==> src/common/dlp_pkg.sv <==
// Shared constants and types for the dual log attenuator wiper control
package dlp_pkg;

	////////////////////////////////////////////////////////////////////////
	// Clock and timing
	localparam int CLK_PERIOD_NS    = 4;
	localparam int ZC_WINDOW_MS     = 50;
	localparam int ZC_WINDOW_CYC    = ZC_WINDOW_MS * 1_000_000 / CLK_PERIOD_NS;
	localparam int READY_US         = 10;
	localparam int READY_CYC        = READY_US * 1_000 / CLK_PERIOD_NS;
	localparam int TMR_W            = 24;

	////////////////////////////////////////////////////////////////////////
	// Wiper register layout
	localparam int NUM_CHAN         = 2;
	localparam int POS_LSB          = 0;
	localparam int POS_MSB          = 5;
	localparam int MUTE_BIT         = 6;
	localparam int SPARE_BIT        = 7;
	localparam logic [7:0] WIPER_RST = 8'h3F;
	localparam logic [6:0] TAP_MUTE  = 7'h40;
	localparam logic [6:0] TAP_RST   = 7'h3F;

	////////////////////////////////////////////////////////////////////////
	// Serial link control byte and commands
	localparam logic [3:0] CTRL_CODE   = 4'h5;
	localparam logic [7:0] CMD_WR_CH0  = 8'h10;
	localparam logic [7:0] CMD_WR_CH1  = 8'h11;
	localparam logic [7:0] CMD_WR_BOTH = 8'h12;
	localparam logic [7:0] CMD_ZC_OFF  = 8'h20;
	localparam logic [7:0] CMD_ZC_ON   = 8'h21;

	////////////////////////////////////////////////////////////////////////
	// Types
	typedef enum logic [3:0] {
		ST_IDLE     = 4'b0000,
		ST_ADDR     = 4'b0001,
		ST_ADDR_ACK = 4'b0010,
		ST_CMD      = 4'b0011,
		ST_CMD_ACK  = 4'b0100,
		ST_DATA     = 4'b0101,
		ST_DATA_ACK = 4'b0110,
		ST_TX       = 4'b0111,
		ST_TX_ACK   = 4'b1000
	} dlp_state_t;

	typedef struct packed {
		logic             scl;
		logic             sda;
		logic [2:0]       sel;
		logic [1:0]       zc;
	} dlp_pins_t;

	typedef struct packed {
		logic             pend;
		logic [TMR_W-1:0] timer;
		logic [6:0]       tap;
	} dlp_chan_t;

	// Idle bus level, so no false link edge follows reset
	localparam dlp_pins_t PINS_RST = 7'h60;
	localparam dlp_chan_t CHAN_RST = {1'b0, 24'h00_0000, TAP_RST};

endpackage

==> src/hw/dlp_wiper_ctrl.sv <==
// Two-wire slave and wiper control for a dual 65-tap log attenuator
//
// Operation
// - two independent 8-bit wiper registers, each steering one 65-tap wiper
// - bits 0 to 5 pick taps 0 to 63, one dB per step
// - bit 6 set forces the mute tap 64 regardless of other bits
// - bit 7 is ignored when choosing the tap
// - register value zero selects the high terminal, no attenuation
// - both registers load 0x3F at reset and hold until written
// - serial port accepts traffic within 10 us of reset release
// - address select bits must match the three select pins
// - commands write channel 0, channel 1, or both at once
// - read returns current wiper register contents over the link
// - zero-crossing mode holds new values until the input crosses zero
// - control byte is 0101, select bits, direction; ack only on match
// - in zero-crossing mode apply anyway 50 ms after the write ack
// - with zero-crossing off, apply the wiper right after the ack
// - zero-crossing mode is on after reset
module dlp_wiper_ctrl #(
	parameter int ZC_TIMEOUT_CYC = dlp_pkg::ZC_WINDOW_CYC
) (
	// Clock and reset
	input  wire logic        CLK,
	input  wire logic        RST_N,
	// Two-wire link
	input  wire logic        SCL,
	input  wire logic        SDA_I,
	output logic             SDA_O,
	output logic             SDA_OE_N,
	// Address select pins
	input  wire logic        SELECT_PIN_BIT0,
	input  wire logic        SELECT_PIN_BIT1,
	input  wire logic        SELECT_PIN_BIT2,
	// Zero-crossing detector levels, high when terminals are equal
	input  wire logic        ZERO_CROSS_0,
	input  wire logic        ZERO_CROSS_1,
	// Wiper tap selects and mode
	output logic [6:0]       CHAN0_WIPER_TAP,
	output logic [6:0]       CHAN1_WIPER_TAP,
	output logic             ZC_ENABLED
);
	import dlp_pkg::*;

	////////////////////////////////////////////////////////////////////////
	// Decoding functions

	function automatic logic [6:0] tap_of(input logic [7:0] v);
		logic [6:0] t;
		t = {1'b0, v[POS_MSB:POS_LSB]};
		if (v[MUTE_BIT]) begin
			t = TAP_MUTE;
		end
		return t;
	endfunction

	function automatic logic [1:0] cmd_mask(input logic [7:0] c);
		logic [1:0] m;
		case (c)
			CMD_WR_CH0:  m = 2'b01;
			CMD_WR_CH1:  m = 2'b10;
			CMD_WR_BOTH: m = 2'b11;
			default:     m = 2'b00;
		endcase
		return m;
	endfunction

	////////////////////////////////////////////////////////////////////////
	// Pin synchronisers and edge detection

	dlp_pins_t pins_raw;
	dlp_pins_t pin;
	dlp_pins_t prev_q;
	dlp_pins_t prev_d;
	logic      rise;
	logic      fall;
	logic      start;
	logic      stop;

	assign pins_raw = {SCL, SDA_I,
		SELECT_PIN_BIT2, SELECT_PIN_BIT1, SELECT_PIN_BIT0,
		ZERO_CROSS_1, ZERO_CROSS_0};

	dlp_sync u_sync (
		.CLK   (CLK),
		.RST_N (RST_N),
		.d     (pins_raw),
		.q     (pin)
	);

	always_comb begin
		prev_d = pin;
		rise   = pin.scl & ~prev_q.scl;
		fall   = ~pin.scl & prev_q.scl;
		start  = pin.scl & prev_q.scl & prev_q.sda & ~pin.sda;
		stop   = pin.scl & prev_q.scl & ~prev_q.sda & pin.sda;
	end

	always_ff @(posedge CLK) begin
		if (!RST_N) begin
			prev_q <= PINS_RST;
		end else begin
			prev_q <= prev_d;
		end
	end

	////////////////////////////////////////////////////////////////////////
	// Serial protocol engine and wiper registers

	dlp_state_t       st_q,    st_d;
	logic [2:0]       cnt_q,   cnt_d;
	logic [7:0]       sh_q,    sh_d;
	logic             full_q,  full_d;
	logic             rw_q,    rw_d;
	logic [7:0]       cmd_q,   cmd_d;
	logic             oe_n_q,  oe_n_d;
	logic [7:0]       tx_q,    tx_d;
	logic             ptr_q,   ptr_d;
	logic             mack_q,  mack_d;
	logic             zc_en_q, zc_en_d;
	logic [1:0][7:0]  wiper_q, wiper_d;
	logic [1:0]       wr_mask;

	always_comb begin
		st_d    = st_q;
		cnt_d   = cnt_q;
		sh_d    = sh_q;
		full_d  = full_q;
		rw_d    = rw_q;
		cmd_d   = cmd_q;
		oe_n_d  = oe_n_q;
		tx_d    = tx_q;
		ptr_d   = ptr_q;
		mack_d  = mack_q;
		zc_en_d = zc_en_q;
		wiper_d = wiper_q;
		wr_mask = 2'b00;
		if (start) begin
			st_d   = ST_ADDR;
			cnt_d  = 3'd0;
			full_d = 1'b0;
			oe_n_d = 1'b1;
		end else if (stop) begin
			st_d   = ST_IDLE;
			cnt_d  = 3'd0;
			full_d = 1'b0;
			oe_n_d = 1'b1;
		end else begin
			case (st_q)
				ST_IDLE: begin
					oe_n_d = 1'b1;
				end
				ST_ADDR, ST_CMD, ST_DATA: begin
					if (rise && !full_q) begin
						sh_d  = {sh_q[6:0], pin.sda};
						cnt_d = cnt_q + 3'd1;
						if (cnt_q == 3'd7) begin
							full_d = 1'b1;
						end
					end
					if (fall && full_q) begin
						full_d = 1'b0;
						if (st_q == ST_ADDR) begin
							if (sh_q[7:1] == {CTRL_CODE, pin.sel}) begin
								oe_n_d = 1'b0;
								rw_d   = sh_q[0];
								st_d   = ST_ADDR_ACK;
							end else begin
								st_d = ST_IDLE;
							end
						end else if (st_q == ST_CMD) begin
							if (cmd_mask(sh_q) != 2'b00 ||
								sh_q == CMD_ZC_OFF || sh_q == CMD_ZC_ON) begin
								oe_n_d = 1'b0;
								cmd_d  = sh_q;
								st_d   = ST_CMD_ACK;
							end else begin
								st_d = ST_IDLE;
							end
						end else begin
							oe_n_d = 1'b0;
							st_d   = ST_DATA_ACK;
						end
					end
				end
				ST_ADDR_ACK: begin
					if (fall) begin
						if (rw_q) begin
							ptr_d  = 1'b0;
							oe_n_d = wiper_q[0][7];
							tx_d   = {wiper_q[0][6:0], 1'b1};
							st_d   = ST_TX;
						end else begin
							oe_n_d = 1'b1;
							st_d   = ST_CMD;
						end
					end
				end
				ST_CMD_ACK: begin
					if (fall) begin
						oe_n_d = 1'b1;
						st_d   = ST_DATA;
						if (cmd_q == CMD_ZC_OFF) begin
							zc_en_d = 1'b0;
							st_d    = ST_CMD;
						end else if (cmd_q == CMD_ZC_ON) begin
							zc_en_d = 1'b1;
							st_d    = ST_CMD;
						end
					end
				end
				ST_DATA_ACK: begin
					if (fall) begin
						oe_n_d  = 1'b1;
						st_d    = ST_DATA;
						wr_mask = cmd_mask(cmd_q);
						for (int i = 0; i < NUM_CHAN; i++) begin
							if (wr_mask[i]) begin
								wiper_d[i] = sh_q;
							end
						end
					end
				end
				ST_TX: begin
					if (rise && !full_q) begin
						cnt_d = cnt_q + 3'd1;
						if (cnt_q == 3'd7) begin
							full_d = 1'b1;
						end
					end
					if (fall) begin
						if (full_q) begin
							full_d = 1'b0;
							oe_n_d = 1'b1;
							st_d   = ST_TX_ACK;
						end else begin
							oe_n_d = tx_q[7];
							tx_d   = {tx_q[6:0], 1'b1};
						end
					end
				end
				ST_TX_ACK: begin
					if (rise) begin
						mack_d = ~pin.sda;
					end
					if (fall) begin
						if (mack_q) begin
							ptr_d  = ~ptr_q;
							oe_n_d = wiper_q[~ptr_q][7];
							tx_d   = {wiper_q[~ptr_q][6:0], 1'b1};
							st_d   = ST_TX;
						end else begin
							st_d = ST_IDLE;
						end
					end
				end
				default: begin
					st_d   = ST_IDLE;
					oe_n_d = 1'b1;
				end
			endcase
		end
	end

	always_ff @(posedge CLK) begin
		if (!RST_N) begin
			st_q    <= ST_IDLE;
			cnt_q   <= 3'd0;
			sh_q    <= 8'h00;
			full_q  <= 1'b0;
			rw_q    <= 1'b0;
			cmd_q   <= 8'h00;
			oe_n_q  <= 1'b1;
			tx_q    <= 8'hFF;
			ptr_q   <= 1'b0;
			mack_q  <= 1'b0;
			zc_en_q <= 1'b1;
			wiper_q <= {WIPER_RST, WIPER_RST};
		end else begin
			st_q    <= st_d;
			cnt_q   <= cnt_d;
			sh_q    <= sh_d;
			full_q  <= full_d;
			rw_q    <= rw_d;
			cmd_q   <= cmd_d;
			oe_n_q  <= oe_n_d;
			tx_q    <= tx_d;
			ptr_q   <= ptr_d;
			mack_q  <= mack_d;
			zc_en_q <= zc_en_d;
			wiper_q <= wiper_d;
		end
	end

	////////////////////////////////////////////////////////////////////////
	// Per-channel wiper apply with zero-crossing window

	logic [1:0][6:0] tap_w;

	for (genvar c = 0; c < NUM_CHAN; c++) begin : g_chan
		dlp_chan_t ch_q;
		dlp_chan_t ch_d;

		always_comb begin
			ch_d = ch_q;
			if (wr_mask[c]) begin
				if (zc_en_q) begin
					ch_d.pend  = 1'b1;
					ch_d.timer = '0;
				end else begin
					ch_d.pend = 1'b0;
					ch_d.tap  = tap_of(wiper_d[c]);
				end
			end else if (ch_q.pend) begin
				if (pin.zc[c] || !zc_en_q ||
					ch_q.timer == TMR_W'(ZC_TIMEOUT_CYC - 1)) begin
					ch_d.pend = 1'b0;
					ch_d.tap  = tap_of(wiper_q[c]);
				end else begin
					ch_d.timer = ch_q.timer + 1'b1;
				end
			end
		end

		always_ff @(posedge CLK) begin
			if (!RST_N) begin
				ch_q <= CHAN_RST;
			end else begin
				ch_q <= ch_d;
			end
		end

		assign tap_w[c] = ch_q.tap;
	end

	////////////////////////////////////////////////////////////////////////
	// Outputs

	logic sda_o_q;

	always_ff @(posedge CLK) begin
		if (!RST_N) begin
			sda_o_q <= 1'b0;
		end else begin
			sda_o_q <= 1'b0;
		end
	end

	assign SDA_O           = sda_o_q;
	assign SDA_OE_N        = oe_n_q;
	assign CHAN0_WIPER_TAP = tap_w[0];
	assign CHAN1_WIPER_TAP = tap_w[1];
	assign ZC_ENABLED      = zc_en_q;

endmodule

==> src/hw/dlp_sync.sv <==
// Two-flop synchroniser for pins from outside the clock domain
module dlp_sync (
	// Clock and reset
	input  wire logic                CLK,
	input  wire logic                RST_N,
	// Asynchronous pin levels and their synchronised copy
	input  wire dlp_pkg::dlp_pins_t  d,
	output dlp_pkg::dlp_pins_t       q
);
	import dlp_pkg::*;

	dlp_pins_t meta_q;
	dlp_pins_t sync_q;

	////////////////////////////////////////////////////////////////////////
	// Only the second stage is read outside
	always_ff @(posedge CLK) begin
		if (!RST_N) begin
			meta_q <= PINS_RST;
			sync_q <= PINS_RST;
		end else begin
			meta_q <= d;
			sync_q <= meta_q;
		end
	end

	assign q = sync_q;

endmodule

==> config.mk <==
export PLATFORM = sky130hd
export DESIGN_NAME = dlp_wiper_ctrl
export DESIGN_NICKNAME = d
export VERILOG_FILES = /design/src/common/dlp_pkg.sv /design/src/hw/dlp_wiper_ctrl.sv /design/src/hw/dlp_sync.sv
export SDC_FILE = /design/constraint.sdc
export NUM_CORES = 1
export LEC_CHECK = 0
export BUFFER_PORTS_ARGS = -buffer_cell sky130_fd_sc_hd__buf_2
export CORE_UTILIZATION = 55
export DETAILED_ROUTE_END_ITERATION = 7
export HOLD_SLACK_MARGIN = 0.1
export PLACE_DENSITY = 0.72
export SETUP_SLACK_MARGIN = 0.3
export SLEW_MARGIN = 20
export SYNTH_ARGS = -nofsm -noshare
export SYNTH_HDL_FRONTEND = slang
export SYNTH_SLANG_ARGS = --single-unit
==> constraint.sdc <==
create_clock -name CLK -period 6.6 [get_ports CLK]
set_clock_uncertainty 0.1 [all_clocks]
set_input_delay 1.98 -clock CLK [delete_from_list [all_inputs] [get_ports CLK]]
set_output_delay 1.98 -clock CLK [all_outputs]
set_load 0.02 [all_outputs]
== Word level (Yosys, flattened, before mapping) ==
Cells that the tools add are included.
W data, S select, Z words.
Word-level totals
  word-level logic and storage cells: 236
  input port bits: 9
  register bits after elaboration: 133
Operators by class
  reductions and logical operators: 41
  add/subtract/negate cells: 3
  mux-type cells: 93
  $lt $le $gt $ge: 1
  equality and inequality tests: 49
  bitwise logic cells: 17
Operators by type and width (number)
  $mux W32: 4
  $mux W24: 3
  $mux W8: 9
  $mux W7: 9
  $mux W15: 4
  $add A24 B1 Y24 const B: 2
  $eq A24 B24 Y1 const B: 2
  $eq A8 B5 Y1 const B: 6
  $mux W4: 9
  $eq A8 B6 Y1 const B: 4
  $ne A2 B2 Y1 const B: 16
  $ne A4 B4 Y1 const B: 8
  $mux W2: 15
  $mux W1: 28
  $pmux W4 S7: 1
  $pmux W8 S3: 1
  $reduce_and A8 Y1: 3
  $eq A4 B3 Y1 const B: 4
  $reduce_bool A2 Y1: 8
  $mux W3: 5
  $reduce_and A5 Y1: 3
  $reduce_and A7 Y1: 2
  $pmux W2 S3: 2
  $reduce_and A3 Y1: 4
  25 further kinds: 52

== Depth between registers and ports, before layout ==
  depth in word-level cells: 18
  mapped depth: 9
  depth with buffers taken out: 7

== Modules after synthesis ==
A second synthesis with hierarchy kept.
Second synthesis, totals
  cell total of the unflattened synthesis: 812
  area, all modules: 6755.2 um^2
By module, submodules not included
  dlp_wiper_ctrl: instances 1, area each 6368.6 um^2, cells each 783
  dlp_sync: instances 1, area each 386.6 um^2, cells each 29

== Worst setup path after synthesis ==
No wires, ideal clock.
  kind: input to register
  from: input port RST_N
  to: register g_chan[1].ch_q, in the netlist CHAN1_WIPER_TAP[0]
  required time: 6.359 ns
  arrival: 2.921 ns
  stages on the path: 4
  setup time: 0.141 ns
  path slack: 3.438 ns
  cells stage by stage: clkbuf_1 buf_1 clkbuf_1 o211ai_1
RTL lines
  start: declaration: RTL line dlp_wiper_ctrl.sv:24  | input wire logic RST_N,
  end signal: assignment: RTL line dlp_wiper_ctrl.sv:328  | ch_q <= ch_d;
  end: declaration: RTL line dlp_wiper_ctrl.sv:300  | dlp_chan_t ch_q;
No word-level cell between the ends.

== Worst setup path after layout ==
  from: register st_q[1]
  to: register g_chan[1].ch_q[23] in the netlist's numbering
On the way
  longest elaborated chain between the ends: 6
  elaborated cells on any way between the ends: 9
RTL lines
  start: declaration: RTL line dlp_wiper_ctrl.sv:109  | dlp_state_t st_q, st_d;
  start signal: assignment: RTL line dlp_wiper_ctrl.sv:279  | st_q <= st_d;
  $eq A4 B3 Y1 (*): RTL line dlp_wiper_ctrl.sv:148  | case (st_q)
  $mux W2 (*): RTL line dlp_wiper_ctrl.sv:148
  $mux W2 (*): RTL line dlp_wiper_ctrl.sv:142  | end else if (stop) begin
  $mux W2 (*): RTL line dlp_wiper_ctrl.sv:137  | if (start) begin
  $ne A2 B2 Y1 (no line) or $reduce_bool A2 Y1 (tied branches)
  $reduce_and A3 Y1 (no line)
Every way passes the cells marked *; elsewhere a longest branch is shown, timed or not.
A chain may end at the register's enable or synchronous reset.

==> impl_metrics.env <==
export IMPL_status="finished, final reports clean"
export IMPL_place_area_sq_um=6530
export IMPL_slew_headroom_pct=35.1
export IMPL_synth_seq_cells=132
export IMPL_seq_power_share_pct=44.7
export IMPL_yosys_top_cells_count="dfxtp_1, nor2_1, nand2_1, nand3_1, a21oi_1"
export IMPL_worstPathRequired_ps=6770
export IMPL_post_drt_wl_per_cell_microns=16.4
export IMPL_fin_area_sq_um=7130
export IMPL_whs_path_depth=1
export IMPL_fin_hold_ws_ps=307
export IMPL_die_width_microns=111
export IMPL_synthMuxAreaShare_pct=3.24
export IMPL_ios=26
export IMPL_cts_htree_levels=4
export IMPL_clockPowerShare_pct=53.3
export IMPL_p_leak_nw=2.69
export IMPL_final_util_pct=62.2
export IMPL_gr_usage_all_layers_pct=25.5
export IMPL_netlist_area_leader_share_pct=40.5
export IMPL_hold_viol_final=0
export IMPL_finalSetupTns_ps=0
export IMPL_grt_max_degree=48
export IMPL_peakVddDrop_v=0.000191
export IMPL_cts_hold_buf=0
export IMPL_sw_frac_of_total_pct=20.1
export IMPL_reg2reg_from="st_q[1]"
export IMPL_synth_top_family_by_area="simple AND/OR/NAND/NOR gates"
export IMPL_overflow=0
export IMPL_ys_flop_type="dfxtp_1"
export IMPL_ant_nets=0
export IMPL_synth_cell_type_count=77
export IMPL_min_period_over_period_pct=59.4
export IMPL_maxCapViolCount=0
export IMPL_hp_start="u_sync.meta_q[5]"
export IMPL_power_internal_mw=1.44
export IMPL_syn2layout_area_growth_pct=9.30
export IMPL_n_antenna_cell=0
export IMPL_tightestPinTransition_ps=971
export IMPL_p_per_area_nw_per_um2=253
export IMPL_fin_crit_ps=3920
export IMPL_dr_pass1_iters=5
export IMPL_drt_wl_total_microns=15100
export IMPL_rsz0062_at_grt="no"
export IMPL_worstSetupStartpointType="flip-flop"
export IMPL_clock_path_buffers=2
export IMPL_ys_warn_count=0
export IMPL_p_switching_mw=0.363
export IMPL_netlist_top_cells_area="dfxtp_1, nor2_1, nand2_1, nand3_1, mux2i_1"
export IMPL_synth_simple_area_share_pct=27.5
export IMPL_cts_tree="done"
export IMPL_dp_hpwl_microns=10100
export IMPL_crit_type="flip-flop to flip-flop"
export IMPL_rows=39
export IMPL_antenna_found_initial=0
export IMPL_post_synth_top_area_cell="dfxtp_1"
export IMPL_slew_violations=0
export IMPL_vias_per_cell=6.14
export IMPL_port_buffers=24
export IMPL_drive_gt1_share_pct=9.74
export IMPL_r2r_slack_ps=2680
export IMPL_grt_pass1_wl_microns=25500
export IMPL_synth_fa_ha_area_share_pct=0.767
export IMPL_finalSetupViolations=0
export IMPL_multi_input_area_sq_um=3490
export IMPL_root_buffer="clkbuf_16"
export IMPL_cp_max_fo=25
export IMPL_cts_repair_resize_count=0
export IMPL_worstPathArrival_ps=4090
export IMPL_syn_area_sq_um=6520
export IMPL_dpl_worst_slack_ps=2670
export IMPL_reg2regPathDepth=6
export IMPL_setup_worst_path_end_class="flip-flop"
export IMPL_drc=0
export IMPL_core_area_sq_um=11500
export IMPL_ff_latch_area_sq_um=2640
export IMPL_clk_pin_slew_ps=60
export IMPL_initial_core_util_pct=56.9
export IMPL_die_area_sq_um=12300
export IMPL_fin_ws_ps=2680
export IMPL_combPwrFrac_pct=2.0
export IMPL_reg2reg_to="g_chan[1].ch_q[23]"
export IMPL_crit_end="g_chan[1].ch_q[23]"
export IMPL_fill_cells=979
export IMPL_finalNonFillerCells=923
export IMPL_async_flop_share_pct=0
export IMPL_syn_avg_cell_area_sq_um=8.39
export IMPL_max_clock_freq_mhz=255
export IMPL_hold_path_class="flip-flop to flip-flop"
export IMPL_postCtsSetupBuffers=0
export IMPL_route_vias_total=5667
export IMPL_clk_latency_ps=420
export IMPL_synth_cells=778
export IMPL_synth_compound_area_share_pct=19.2
export IMPL_yosysSeqAreaShare_pct=40.5
export IMPL_startpoint="st_q[1]"
export IMPL_yosysMostFrequentCell="dfxtp_1"
export IMPL_die_h_microns=111
export IMPL_cts_buffers=17
export IMPL_synthXorXnorAreaFrac_pct=2.82
export IMPL_nets=780
export IMPL_placed_cells=890
export IMPL_synth_edf_count=0
export IMPL_globalplace_congestion=0.878
export IMPL_drt_iter0_drc=461
export IMPL_clkSinkCount=132
export IMPL_fin_total_pwr_mw=1.81
export IMPL_syn_nets=791
export IMPL_first_global_vias=5288
-- placed cells by master, fill, tap and decap left out, types with 3 or more instances in the layout --
| master | synthesis | layout |
|---|---|---|
| clkbuf_1 | 27 | 5 |
| xnor2_1 | 20 | 20 |
| a31oi_1 | 21 | 21 |
| o41ai_1 | 4 | 4 |
| o21a_1 | 9 | 9 |
| a211o_1 | 6 | 6 |
| nor4_1 | 7 | 7 |
| mux2i_1 | 20 | 20 |
| o21ai_0 | 20 | 20 |
| a41oi_1 | 6 | 6 |
| or3_1 | 10 | 10 |
| o211ai_1 | 21 | 21 |
| nand4b_1 | 6 | 6 |
| inv_1 | 14 | 14 |
| a21oi_1 | 39 | 39 |
| nor3_1 | 20 | 20 |
| buf_2 | 10 | 25 |
| nand3_1 | 45 | 45 |
| a311oi_1 | 4 | 4 |
| a211oi_1 | 7 | 7 |
| nand4_1 | 11 | 11 |
| nor3b_1 | 6 | 6 |
| buf_4 | 18 | 5 |
| nand2_1 | 82 | 82 |
| o32ai_1 | 3 | 3 |
| nor2_1 | 89 | 89 |
| clkinv_2 | 0 | 4 |
| and4b_1 | 4 | 4 |
| clkbuf_16 | 0 | 17 |
| dfxtp_1 | 132 | 132 |
| bufinv_16 | 0 | 4 |
| and2_1 | 12 | 12 |
| nor2b_1 | 9 | 9 |
| a22oi_1 | 6 | 6 |
| ha_1 | 4 | 4 |
| and3_1 | 11 | 11 |
| nand2b_1 | 19 | 19 |
-- how the worst min path moves through the flow --
stage,endpoint,slack [ps]
floorplan,u_sync.q[5],290
global placement,u_sync.q[6],290
detailed placement,u_sync.q[5],300
CTS,u_sync.q[5],310
global route,u_sync.q[5],320
finish,u_sync.q[5],310
-- worst max-delay path, stage by stage (launching register included) --
cell and delay (ps):
dfxtp_1 770, and4b_1 380, nand4_1 770, nand2_1 930, nor2_1 420, a41oi_1 320
a211oi_1 70
-- routing by layer --
| metal | share of wire, % | routed length (microns) | GRT usage (%) | vias to the layer above |
|---|---|---|---|---|
| met5 | 0 | 0 | 0 | - |
| met4 | 1.7 | 261 | 9.87 | 0 |
| met3 | 4.9 | 735 | 5.08 | 25 |
| met2 | 48 | 7240 | 42.6 | 152 |
| met1 | 45 | 6870 | 32.3 | 2706 |
| li1 | - | - | - | 2784 |
-- power by group through the flow --
stage,clock (mW),sequential (mW),combinational (mW)
after floorplan,0,0.822,0.0268
after global placement,0,0.823,0.0349
after detailed placement,0,0.823,0.0358
after CTS,0.977,0.806,0.0358
after global routing,1.02,0.806,0.0400
final,0.963,0.806,0.0361
-- cells by family (layout without fill, tap and decap cells) --
kind of cell,after synthesis,after routing
other,1,1
AO/OA/AOI/OAI,176,176
adder cells (fa/ha/maj),4,4
multiplexers,21,21
buffers and inverters,74,76
flip-flops,132,132
XOR/XNOR,21,21
AND/OR/NAND/NOR,349,349
-- flip-flops by register name, summed over array words and instances (netlist names), 4 cells and up --
register / flops
CHAN0_WIPER_TAP: 7
CHAN1_WIPER_TAP: 7
cmd_q: 8
g_chan.ch_q: 50
sh_q: 8
st_q: 4
tx_q: 7
u_sync.meta_q: 7
u_sync.q: 7
wiper_q: 16
-- cell type report --
cell class | instances | share of cell area (%)
Clock inverter | 10 | 2.19
Clock buffer | 22 | 6.23
Multi-Input combinational cell | 572 | 49.0
Timing Repair Buffer | 30 | 2.28
Sequential cell | 132 | 37.1
Tap cell | 143 | 2.51
Inverter | 14 | 0.737
Power figures use the tool's default switching activity.
